<file path="src/logic/cc_pkg.sv">
// Purpose: shared constants and types for the capture/compare module
// Assumes: apb slave with 32-bit data, one aligned word per register
// Notes: offsets are byte addresses within the block
package cc_pkg;
	// register byte offsets
	localparam logic [7:0] off_mode = 8'h00;
	localparam logic [7:0] off_value_low = 8'h04;
	localparam logic [7:0] off_value_high = 8'h08;
	localparam logic [7:0] off_event = 8'h0c;
	localparam logic [7:0] off_counter = 8'h10;
	localparam logic [7:0] off_pin = 8'h14;
	localparam logic [7:0] off_ctrl = 8'h18;
	// mode register field positions
	localparam int bit_compare_enable = 6;
	localparam int bit_rising = 5;
	localparam int bit_falling = 4;
	localparam int bit_match = 3;
	localparam int bit_toggle = 2;
	localparam int bit_pwm = 1;
	localparam int bit_irq = 0;
	// control register field positions
	localparam int bit_run = 0;
	localparam int bit_array_irq = 1;
	localparam int bit_watchdog = 2;
	// reset values
	localparam logic [6:0] mode_reset = 7'h00;
	localparam logic [15:0] value_reset = 16'h0000;
	// value read from the reserved mode bit (indeterminate by spec)
	localparam logic reserved_read = 1'b0;

	// mode register as a packed struct
	typedef struct packed {
		logic compare_enable;
		logic rising_capture_enable;
		logic falling_capture_enable;
		logic match_flag_enable;
		logic toggle_enable;
		logic pulse_width_enable;
		logic event_interrupt_enable;
	} mode_t;

	// apb request bundle
	typedef struct packed {
		logic sel;
		logic enable;
		logic write;
		logic [7:0] addr;
		logic [31:0] wdata;
	} apb_req_t;
endpackage : cc_pkg

</file>
<file path="src/logic/capture_compare.sv">
// Purpose: one capture/compare module of a counter array, apb slave
// Assumes: single 100 MHz clock; pin input is asynchronous
// Notes: the shared counter lives here and counts when run is set
//
// Overview of operation
// RULE1: compare enable bit turns on the comparator
// RULE2: rising only capture on rising pin edges
// RULE3: falling only capture on falling pin edges
// RULE4: both capture bits capture every pin transition
// RULE5: capture copies full 16-bit counter value
// RULE6: capture sets event flag, irq if enabled
// RULE7: flag stays until software clears it
// RULE8: later capture overwrites previous value
// RULE9: compare evaluated every clock, no missed matches
// RULE10: timer mode match sets the event flag
// RULE11: low byte write clears compare enable
// RULE12: high byte write sets compare enable
// RULE13: software writes low byte before high
// RULE14: toggle mode inverts pin on match
// RULE15: software may set or clear pin directly
// RULE16: toggle happens in hardware at the match
// RULE17: unchanged compare toggles again after wrap
// RULE18: irq gated by module and array enables
// RULE19: pwm mode drives 8-bit pulse width output
// RULE20: reserved mode bit reads fixed, ignores writes
// RULE21: pin sampled independently of other modules
// RULE22: watchdog match generates internal reset pulse
// RULE23: invalid mode combinations need no behaviour
// RULE24: edges found from synchronised successive samples
//
// Our own choices: the APB slave port and the register addresses.
`timescale 1ns/1ps
module capture_compare (
	input wire logic clk,
	input wire logic resetn,
	input wire logic psel,
	input wire logic penable,
	input wire logic pwrite,
	input wire logic [7:0] paddr,
	input wire logic [31:0] pwdata,
	output logic [31:0] prdata,
	output logic pready,
	output logic pslverr,
	input wire logic module_external_pin_in,
	output logic module_external_pin_out,
	output logic module_external_pin_oe,
	output logic irq,
	output logic watchdog_reset
);
	// released reset, two flops
	logic [1:0] rst_sync;
	logic rst_n;
	// apb bundle
	cc_pkg::apb_req_t req;
	logic access;
	logic wr_access;
	// registers
	cc_pkg::mode_t mode;
	logic [15:0] value;
	logic [7:0] pwm_reload;
	logic module_event_flag;
	logic [15:0] counter;
	logic run;
	logic array_irq;
	logic watchdog_select;
	// pin path
	logic [2:0] pin_sync;
	logic pin_level;
	logic pin_out;
	// events
	logic rise;
	logic fall;
	logic capture_hit;
	logic match_hit;
	logic event_set;
	logic flag_clear;

	// hold reset asserted two clocks after release
	always_ff @(posedge clk or negedge resetn) begin
		if (!resetn) begin
			rst_sync <= 2'b00;
		end else begin
			rst_sync <= {rst_sync[0], 1'b1};
		end
	end
	assign rst_n = rst_sync[1];

	// pack bus inputs
	assign req = '{sel: psel, enable: penable, write: pwrite,
		addr: paddr, wdata: pwdata};
	// completing edge: access phase with pready sampled high; pready is
	// low for one edge after reset release, and nothing may land there
	assign access = req.sel && req.enable && pready;
	assign wr_access = access && req.write;

	// decodes a write to one register
	function automatic logic wr_hit(input logic [7:0] a,
		input logic [7:0] off);
		wr_hit = (a == off);
	endfunction : wr_hit

	// three-flop pin synchroniser; stage 0 feeds only stage 1
	always_ff @(posedge clk or negedge rst_n) begin
		if (!rst_n) begin
			pin_sync <= 3'b000;
			pin_level <= 1'b0;
		end else begin
			pin_sync <= {pin_sync[1:0], module_external_pin_in}; // [RULE21]
			// a change counts once stages 1 and 2 agree
			if (pin_sync[1] == pin_sync[2]) begin
				pin_level <= pin_sync[2]; // [RULE24]
			end
		end
	end

	// edge detect on the filtered level via the agreed stages
	assign rise = (pin_sync[2] == pin_sync[1]) && pin_sync[2]
		&& !pin_level; // [RULE24]
	assign fall = (pin_sync[2] == pin_sync[1]) && !pin_sync[2]
		&& pin_level; // [RULE24]

	// capture qualifies only with match, toggle and pwm cleared
	always_comb begin
		capture_hit = 1'b0;
		if (!mode.match_flag_enable && !mode.toggle_enable
			&& !mode.pulse_width_enable) begin
			capture_hit = (mode.rising_capture_enable && rise) // [RULE2] [RULE4]
				|| (mode.falling_capture_enable && fall); // [RULE3] [RULE4]
		end
	end

	// comparator checked every clock, the same rate at which the running counter steps
	assign match_hit = mode.compare_enable
		&& (counter == value); // [RULE1] [RULE9]
	// match raises the event only in timer, toggle or watchdog modes
	assign event_set = capture_hit
		|| (match_hit && mode.match_flag_enable); // [RULE6] [RULE10]
	assign flag_clear = wr_access && wr_hit(req.addr, cc_pkg::off_event)
		&& req.wdata[0];

	// shared counter: runs when enabled, software may load it
	always_ff @(posedge clk or negedge rst_n) begin
		if (!rst_n) begin
			counter <= cc_pkg::value_reset;
		end else if (wr_access && wr_hit(req.addr, cc_pkg::off_counter)) begin
			counter <= req.wdata[15:0];
		end else if (run) begin
			// natural wrap lets an unchanged compare hit again
			counter <= counter + 16'h0001; // [RULE17]
		end
	end

	// control bits: run, array irq enable, watchdog select
	always_ff @(posedge clk or negedge rst_n) begin
		if (!rst_n) begin
			run <= 1'b0;
			array_irq <= 1'b0;
			watchdog_select <= 1'b0;
		end else if (wr_access && wr_hit(req.addr, cc_pkg::off_ctrl)) begin
			run <= req.wdata[cc_pkg::bit_run];
			array_irq <= req.wdata[cc_pkg::bit_array_irq];
			watchdog_select <= req.wdata[cc_pkg::bit_watchdog];
		end
	end

	// mode register; value byte writes steer compare enable
	always_ff @(posedge clk or negedge rst_n) begin
		if (!rst_n) begin
			mode <= cc_pkg::mode_reset;
		end else if (wr_access && wr_hit(req.addr, cc_pkg::off_mode)) begin
			// reserved bit 7 is dropped
			mode <= req.wdata[6:0]; // [RULE20] [RULE23]
		end else if (wr_access
			&& wr_hit(req.addr, cc_pkg::off_value_low)) begin
			mode.compare_enable <= 1'b0; // [RULE11]
		end else if (wr_access
			&& wr_hit(req.addr, cc_pkg::off_value_high)) begin
			mode.compare_enable <= 1'b1; // [RULE12]
		end
	end

	// compare/capture value; capture wins over a same-cycle write
	always_ff @(posedge clk or negedge rst_n) begin
		if (!rst_n) begin
			value <= cc_pkg::value_reset;
		end else if (capture_hit) begin
			// whole counter copied; old value lost if unread
			value <= counter; // [RULE5] [RULE8]
		end else if (mode.pulse_width_enable && run
			&& counter[7:0] == 8'hff) begin
			// pwm duty reloads at low byte rollover, glitch free
			value[7:0] <= pwm_reload; // [RULE19]
		end else if (wr_access
			&& wr_hit(req.addr, cc_pkg::off_value_low)) begin
			value[7:0] <= req.wdata[7:0];
		end else if (wr_access
			&& wr_hit(req.addr, cc_pkg::off_value_high)) begin
			value[15:8] <= req.wdata[7:0];
		end
	end

	// pwm duty shadow follows the high byte writes
	always_ff @(posedge clk or negedge rst_n) begin
		if (!rst_n) begin
			pwm_reload <= 8'h00;
		end else if (wr_access
			&& wr_hit(req.addr, cc_pkg::off_value_high)) begin
			pwm_reload <= req.wdata[7:0];
		end
	end

	// event flag: set beats clear; servicing never clears it
	always_ff @(posedge clk or negedge rst_n) begin
		if (!rst_n) begin
			module_event_flag <= 1'b0;
		end else if (event_set) begin
			module_event_flag <= 1'b1; // [RULE6]
		end else if (flag_clear) begin
			module_event_flag <= 1'b0; // [RULE7]
		end
	end

	// interrupt gated by module and array enables
	always_ff @(posedge clk or negedge rst_n) begin
		if (!rst_n) begin
			irq <= 1'b0;
		end else begin
			irq <= module_event_flag && mode.event_interrupt_enable
				&& array_irq; // [RULE18]
		end
	end

	// pin output: toggle on match, pwm compare, or software write
	always_ff @(posedge clk or negedge rst_n) begin
		if (!rst_n) begin
			pin_out <= 1'b0;
		end else if (mode.pulse_width_enable && mode.compare_enable) begin
			// high while low byte at or above duty value
			pin_out <= (counter[7:0] >= value[7:0]); // [RULE19]
		end else if (match_hit && mode.match_flag_enable
			&& mode.toggle_enable) begin
			// inverted directly, not waiting on any service
			pin_out <= !pin_out; // [RULE14] [RULE16] [RULE17]
		end else if (wr_access && wr_hit(req.addr, cc_pkg::off_pin)) begin
			pin_out <= req.wdata[0]; // [RULE15]
		end
	end

	// pin outputs registered; driven only in output modes
	always_ff @(posedge clk or negedge rst_n) begin
		if (!rst_n) begin
			module_external_pin_out <= 1'b0;
			module_external_pin_oe <= 1'b0;
		end else begin
			module_external_pin_out <= pin_out;
			module_external_pin_oe <= mode.toggle_enable
				|| mode.pulse_width_enable;
		end
	end

	// watchdog: one-cycle reset request on each match
	always_ff @(posedge clk or negedge rst_n) begin
		if (!rst_n) begin
			watchdog_reset <= 1'b0;
		end else begin
			watchdog_reset <= watchdog_select && match_hit
				&& mode.match_flag_enable; // [RULE22]
		end
	end

	// read mux, registered; zero-wait so pready stays high
	always_ff @(posedge clk or negedge rst_n) begin
		if (!rst_n) begin
			prdata <= 32'h0000_0000;
			pready <= 1'b0;
			pslverr <= 1'b0;
		end else begin
			pready <= 1'b1;
			pslverr <= 1'b0;
			// load in setup, and keep loading while an access still waits
			// so the word taken with pready is never stale
			if (req.sel && !(req.enable && pready)) begin
				if (req.addr == cc_pkg::off_mode) begin
					prdata <= {24'h000000, cc_pkg::reserved_read,
						mode}; // [RULE20]
				end else if (req.addr == cc_pkg::off_value_low) begin
					prdata <= {24'h000000, value[7:0]};
				end else if (req.addr == cc_pkg::off_value_high) begin
					prdata <= {24'h000000, value[15:8]};
				end else if (req.addr == cc_pkg::off_event) begin
					prdata <= {31'h0000_0000, module_event_flag};
				end else if (req.addr == cc_pkg::off_counter) begin
					prdata <= {16'h0000, counter};
				end else if (req.addr == cc_pkg::off_pin) begin
					prdata <= {31'h0000_0000, pin_out};
				end else if (req.addr == cc_pkg::off_ctrl) begin
					prdata <= {29'h0000_0000, watchdog_select,
						array_irq, run};
				end else begin
					prdata <= 32'h0000_0000;
				end
			end
		end
	end

	// a low byte write always leaves the comparator off
	property p_low_clears;
		@(posedge clk) disable iff (!rst_n)
		(wr_access && req.addr == cc_pkg::off_value_low)
			|=> !mode.compare_enable;
	endproperty
	a_low_clears: assert property (p_low_clears) // [RULE11]
		else $error("low write left compare on");

	// a high byte write always turns it on
	property p_high_sets;
		@(posedge clk) disable iff (!rst_n)
		(wr_access && req.addr == cc_pkg::off_value_high)
			|=> mode.compare_enable;
	endproperty
	a_high_sets: assert property (p_high_sets) // [RULE12]
		else $error("high write left compare off");

	// a capture loads the counter seen at the edge
	property p_capture_loads;
		@(posedge clk) disable iff (!rst_n)
		capture_hit |=> value == $past(counter);
	endproperty
	a_capture_loads: assert property (p_capture_loads) // [RULE5]
		else $error("capture value wrong");

	// any event sets the flag next cycle, even against a clear
	property p_flag_sets;
		@(posedge clk) disable iff (!rst_n)
		event_set |=> module_event_flag;
	endproperty
	a_flag_sets: assert property (p_flag_sets) // [RULE6]
		else $error("event flag not set");

	// the flag only falls after a software clear
	property p_flag_holds;
		@(posedge clk) disable iff (!rst_n)
		$fell(module_event_flag) |-> $past(flag_clear);
	endproperty
	a_flag_holds: assert property (p_flag_holds) // [RULE7]
		else $error("flag cleared without software");

	// toggle mode inverts the pin two edges after the match
	property p_toggle;
		@(posedge clk) disable iff (!rst_n)
		(match_hit && mode.match_flag_enable && mode.toggle_enable
			&& !mode.pulse_width_enable)
			|=> ##1 module_external_pin_out
			!= $past(module_external_pin_out);
	endproperty
	a_toggle: assert property (p_toggle) // [RULE14]
		else $error("pin did not toggle");

	// interrupt follows flag and both enables
	property p_irq;
		@(posedge clk) disable iff (!rst_n)
		##1 irq == $past(module_event_flag
			&& mode.event_interrupt_enable && array_irq);
	endproperty
	a_irq: assert property (p_irq) // [RULE18]
		else $error("interrupt gating wrong");

	// watchdog pulse only follows a match while selected
	property p_watchdog;
		@(posedge clk) disable iff (!rst_n)
		watchdog_reset |-> $past(watchdog_select && match_hit);
	endproperty
	a_watchdog: assert property (p_watchdog) // [RULE22]
		else $error("spurious watchdog reset");
endmodule : capture_compare

</file>
<file path="config.mk">
export PLATFORM = sky130hd
export DESIGN_NAME = capture_compare
export DESIGN_NICKNAME = d
export VERILOG_FILES = /design/src/logic/cc_pkg.sv /design/src/logic/capture_compare.sv
export SDC_FILE = /design/constraint.sdc
export NUM_CORES = 1
export LEC_CHECK = 0
export BUFFER_PORTS_ARGS = -buffer_cell sky130_fd_sc_hd__buf_2
export CAP_MARGIN = 10
export CORE_UTILIZATION = 56
export DETAILED_ROUTE_END_ITERATION = 12
export GPL_ROUTABILITY_DRIVEN = 0
export PLACE_DENSITY = 0.85
export RECOVER_POWER = 100
export SLEW_MARGIN = 20
export SYNTH_ARGS = -nofsm -noshare
export SYNTH_HDL_FRONTEND = slang
export SYNTH_SLANG_ARGS = --single-unit
</file>
<file path="constraint.sdc">
create_clock -name clk -period 2.9 [get_ports clk]
set_input_delay 0.725 -clock clk [delete_from_list [all_inputs] [get_ports clk]]
set_output_delay 0.725 -clock clk [all_outputs]
set_load 0.05 [all_outputs]
</file>
==> out/results.txt <==
min cycle time layout: 2.388 ns
post-CTS setup buffers: 0
core area: 7331 µm²
PD cells: 558.9 nW/µm²
CTS root buffer: clkbuf_8
min-delay worst type: in -> async
register area: 1978 µm²
R2R Path End: mode[5]$_DFFE_PN0P_
failing checks: capacitance limit, slew limit
cell depth of the worst flop-to-flop path: 3
final net count: 539
clock transition at the registers of the reported paths: 0.08 ns
DR iter-0 viols: 333
wl on met1: 4.326 mm
VDD IR-drop max: 284.8 µV
CP Launch Type: input pin
H-tree levels: 3
commonest non-fill, non-tap cell in the layout: dfrtp_1
Tcrit/Tclk final: 82.34%
Max Transition Viols Final: 78
area occupied by multi-input gates: 2103 µm²
Rel. slew slack: -8.694%
post-route antenna net violation count: 0
Die Area: 8020 µm²
Yosys top cell by area: dfrtp_1
worst setup margin: 0.5122 ns
mapped cell area: 4293 µm²
routed wl met2: 4.928 mm
DR top layer: met4
Max-Cap Viols: 1
Worst-Margin Slew: 1.630 ns
sequential fraction of the synthesis area: 46.05%
# setup viols final: 0
Mean Syn Cell Area: 9.960 µm²
Hold Vio Cnt, Final: 0
final WL: 10.53 mm
chip height: 89.56 µm
Worst Path Arrival: 2.63 ns
CTS buffer count: 9
status: finished with violations
WP data required: 3.14 ns
RSZ-0062 raised after global routing: false
Filler Cell Count: 577
EDFF count, synth: 0
DR WL/cell: 17.96 µm
pre-CTS WS: 0.4077 ns
FF-to-FF Start: pready$_DFF_PN0_
Synth Instances: 431
static leakage: 2.049 nW
Vias: 3,544
total clock sinks: 79
# hold bufs at CTS: 0
n_diodes: 0
Via density: 6.048
FF-to-FF setup slack: 0.83 ns
largest net degree at the start of global routing: 78
I/O Pins: 84
Setup TNS: 0 ns
GRT Total Usage: 29.17%
latest clock arrival within the worst-skew pair: 0.36 ns
initial antenna violation count: 0
worst-path maximum fanout: 12
clk buf depth: 2
clock skew: 0.009286 ns
FF+latch count, synth: 79
FFs w/ async S/R, synth: 100.0%
most frequent cells in the layout: dfrtp_1 (78), nand2_1 (44), o21ai_0 (34)
Ys Warns: 0
GR Overflow Total: 0
Die Wd: 89.56 µm
vias in the first global route: 3,427
Initial DRT Pass Iterations: 6
maximum clock rate: 418.8 MHz
Port Buf Inserts: 50
crit path kind: in -> reg
prevailing post-synth register cell: dfrtp_1
Yosys top cell area share: 46.05%
Initial Utilization: 58.56%
crit end category: flop
area grow syn2layout: 11.05%
Resized cells post-CTS: 0
share of cells above drive strength 1: 15.40%
CTS tree: yes
Rows: 31
distinct cell type count after synthesis: 46
DRC Markers: 0
synth top area cells: dfrtp_1 (46%), mux2i_1 (4.9%), mux2_2 (4.7%)
first-pass GRT wire length: 17.01 mm
DP HPWL: 7.514 mm
met3 WL: 863 µm
==> layer usage <==
| metal | up-vias | GRT usage, % |
|---|---|---|
| met5 | - | 0 |
| met3 | 40 | 7.202 |
| met2 | 192 | 44.77 |
| met4 | 0 | 15.44 |
| met1 | 1695 | 38.17 |
| li1 | 1617 | - |
==> cell type report <==
class | instances | share of cell area [%]
Multi-Input combinational cell | 318 | 44.12
Sequential cell | 79 | 41.50
Timing Repair Buffer | 61 | 6.089
Clock buffer | 11 | 2.966
Tap cell | 99 | 2.598
Clock inverter | 5 | 1.706
Inverter | 13 | 1.024
==> stage by stage <==
stage	util [%]	hold WS, ns	cell area [µm²]	power, mW	std cells
5_1_grt	65.03	0.1190	4767	2.784	586
2_1_floorplan	-	0.3312	4357	1.628	448
3_5_place_dp	63.01	0.3471	4619	1.752	570
6_report	65.03	0.1334	4767	2.664	586
4_1_cts	66.05	0.1262	4842	2.670	586
3_3_place_gp	63.01	0.3370	4619	1.724	570
==> worst max-delay path by stage <==
stage | startpoint | slack, ns | end | cells after the start
after floorplan | rst_sync[1]$_DFF_PN0_ | 0.54 | array_irq$_DFFE_PN0P_ | 0
after global placement | paddr[2] | 0.44 | value[4]$_DFFE_PN0P_ | 7
after detailed placement | paddr[2] | 0.41 | value[5]$_DFFE_PN0P_ | 7
after CTS | paddr[2] | 0.74 | value[2]$_DFFE_PN0P_ | 7
after global routing | paddr[2] | 0.32 | counter[14]$_DFFE_PN0P_ | 7
final | paddr[2] | 0.51 | mode[5]$_DFFE_PN0P_ | 5
==> kinds of logic after synthesis <==
logic type / after synthesis / share of synthesized area, %
multiplexers: 39 / 9.618
flip-flops: 79 / 46.05
XOR/XNOR: 23 / 4.692
AND/OR/NAND/NOR: 126 / 15.48
adder cells (fa/ha/maj): 11 / 3.206
AO/OA/AOI/OAI: 100 / 14.81
buffers and inverters: 51 / 5.975
other: 2 / 0.1749
==> report_power, final <==
part           leakage [nW]  internal (mW)  switching, mW
sequential            0.916           1.17          0.152
clock                 0.110          0.509          0.412
combinational          1.02          0.160          0.261
==> critical path, stage by stage <==
cell      delay [ns]
clkbuf_1        0.20
nor3_1          0.35
nand2_1         0.25
nor3_1          0.69
mux2_2          0.41
==> cell usage after synthesis, types with 4 or more instances <==
cell type / number
ha_1: 11
a21o_1: 11
a31oi_1: 5
nor3_1: 10
clkbuf_1: 19
nand2_1: 44
o21ai_0: 34
xnor2_1: 6
o31ai_1: 7
and2_1: 5
mux2i_1: 21
dfrtp_1: 79
a22o_1: 8
and3_1: 4
inv_1: 13
buf_4: 17
mux2_2: 18
and4_1: 4
a211oi_1: 12
nand3_1: 12
a21oi_1: 16
nor4_1: 4
nand4_1: 10
xor2_1: 17
nor2_1: 19
==> registers in the layout (all words and copies together), names as in the netlist <==
register,count
counter,16
prdata,16
value,16
pwm_reload,8
mode,7
pin_sync,3
rst_sync,2
array_irq,1
irq,1
module_event_flag,1
module_external_pin_oe,1
module_external_pin_out,1
pin_level,1
pin_out,1
pready,1
run,1
watchdog_reset,1
watchdog_select,1
(Power assumes the default switching activity.)
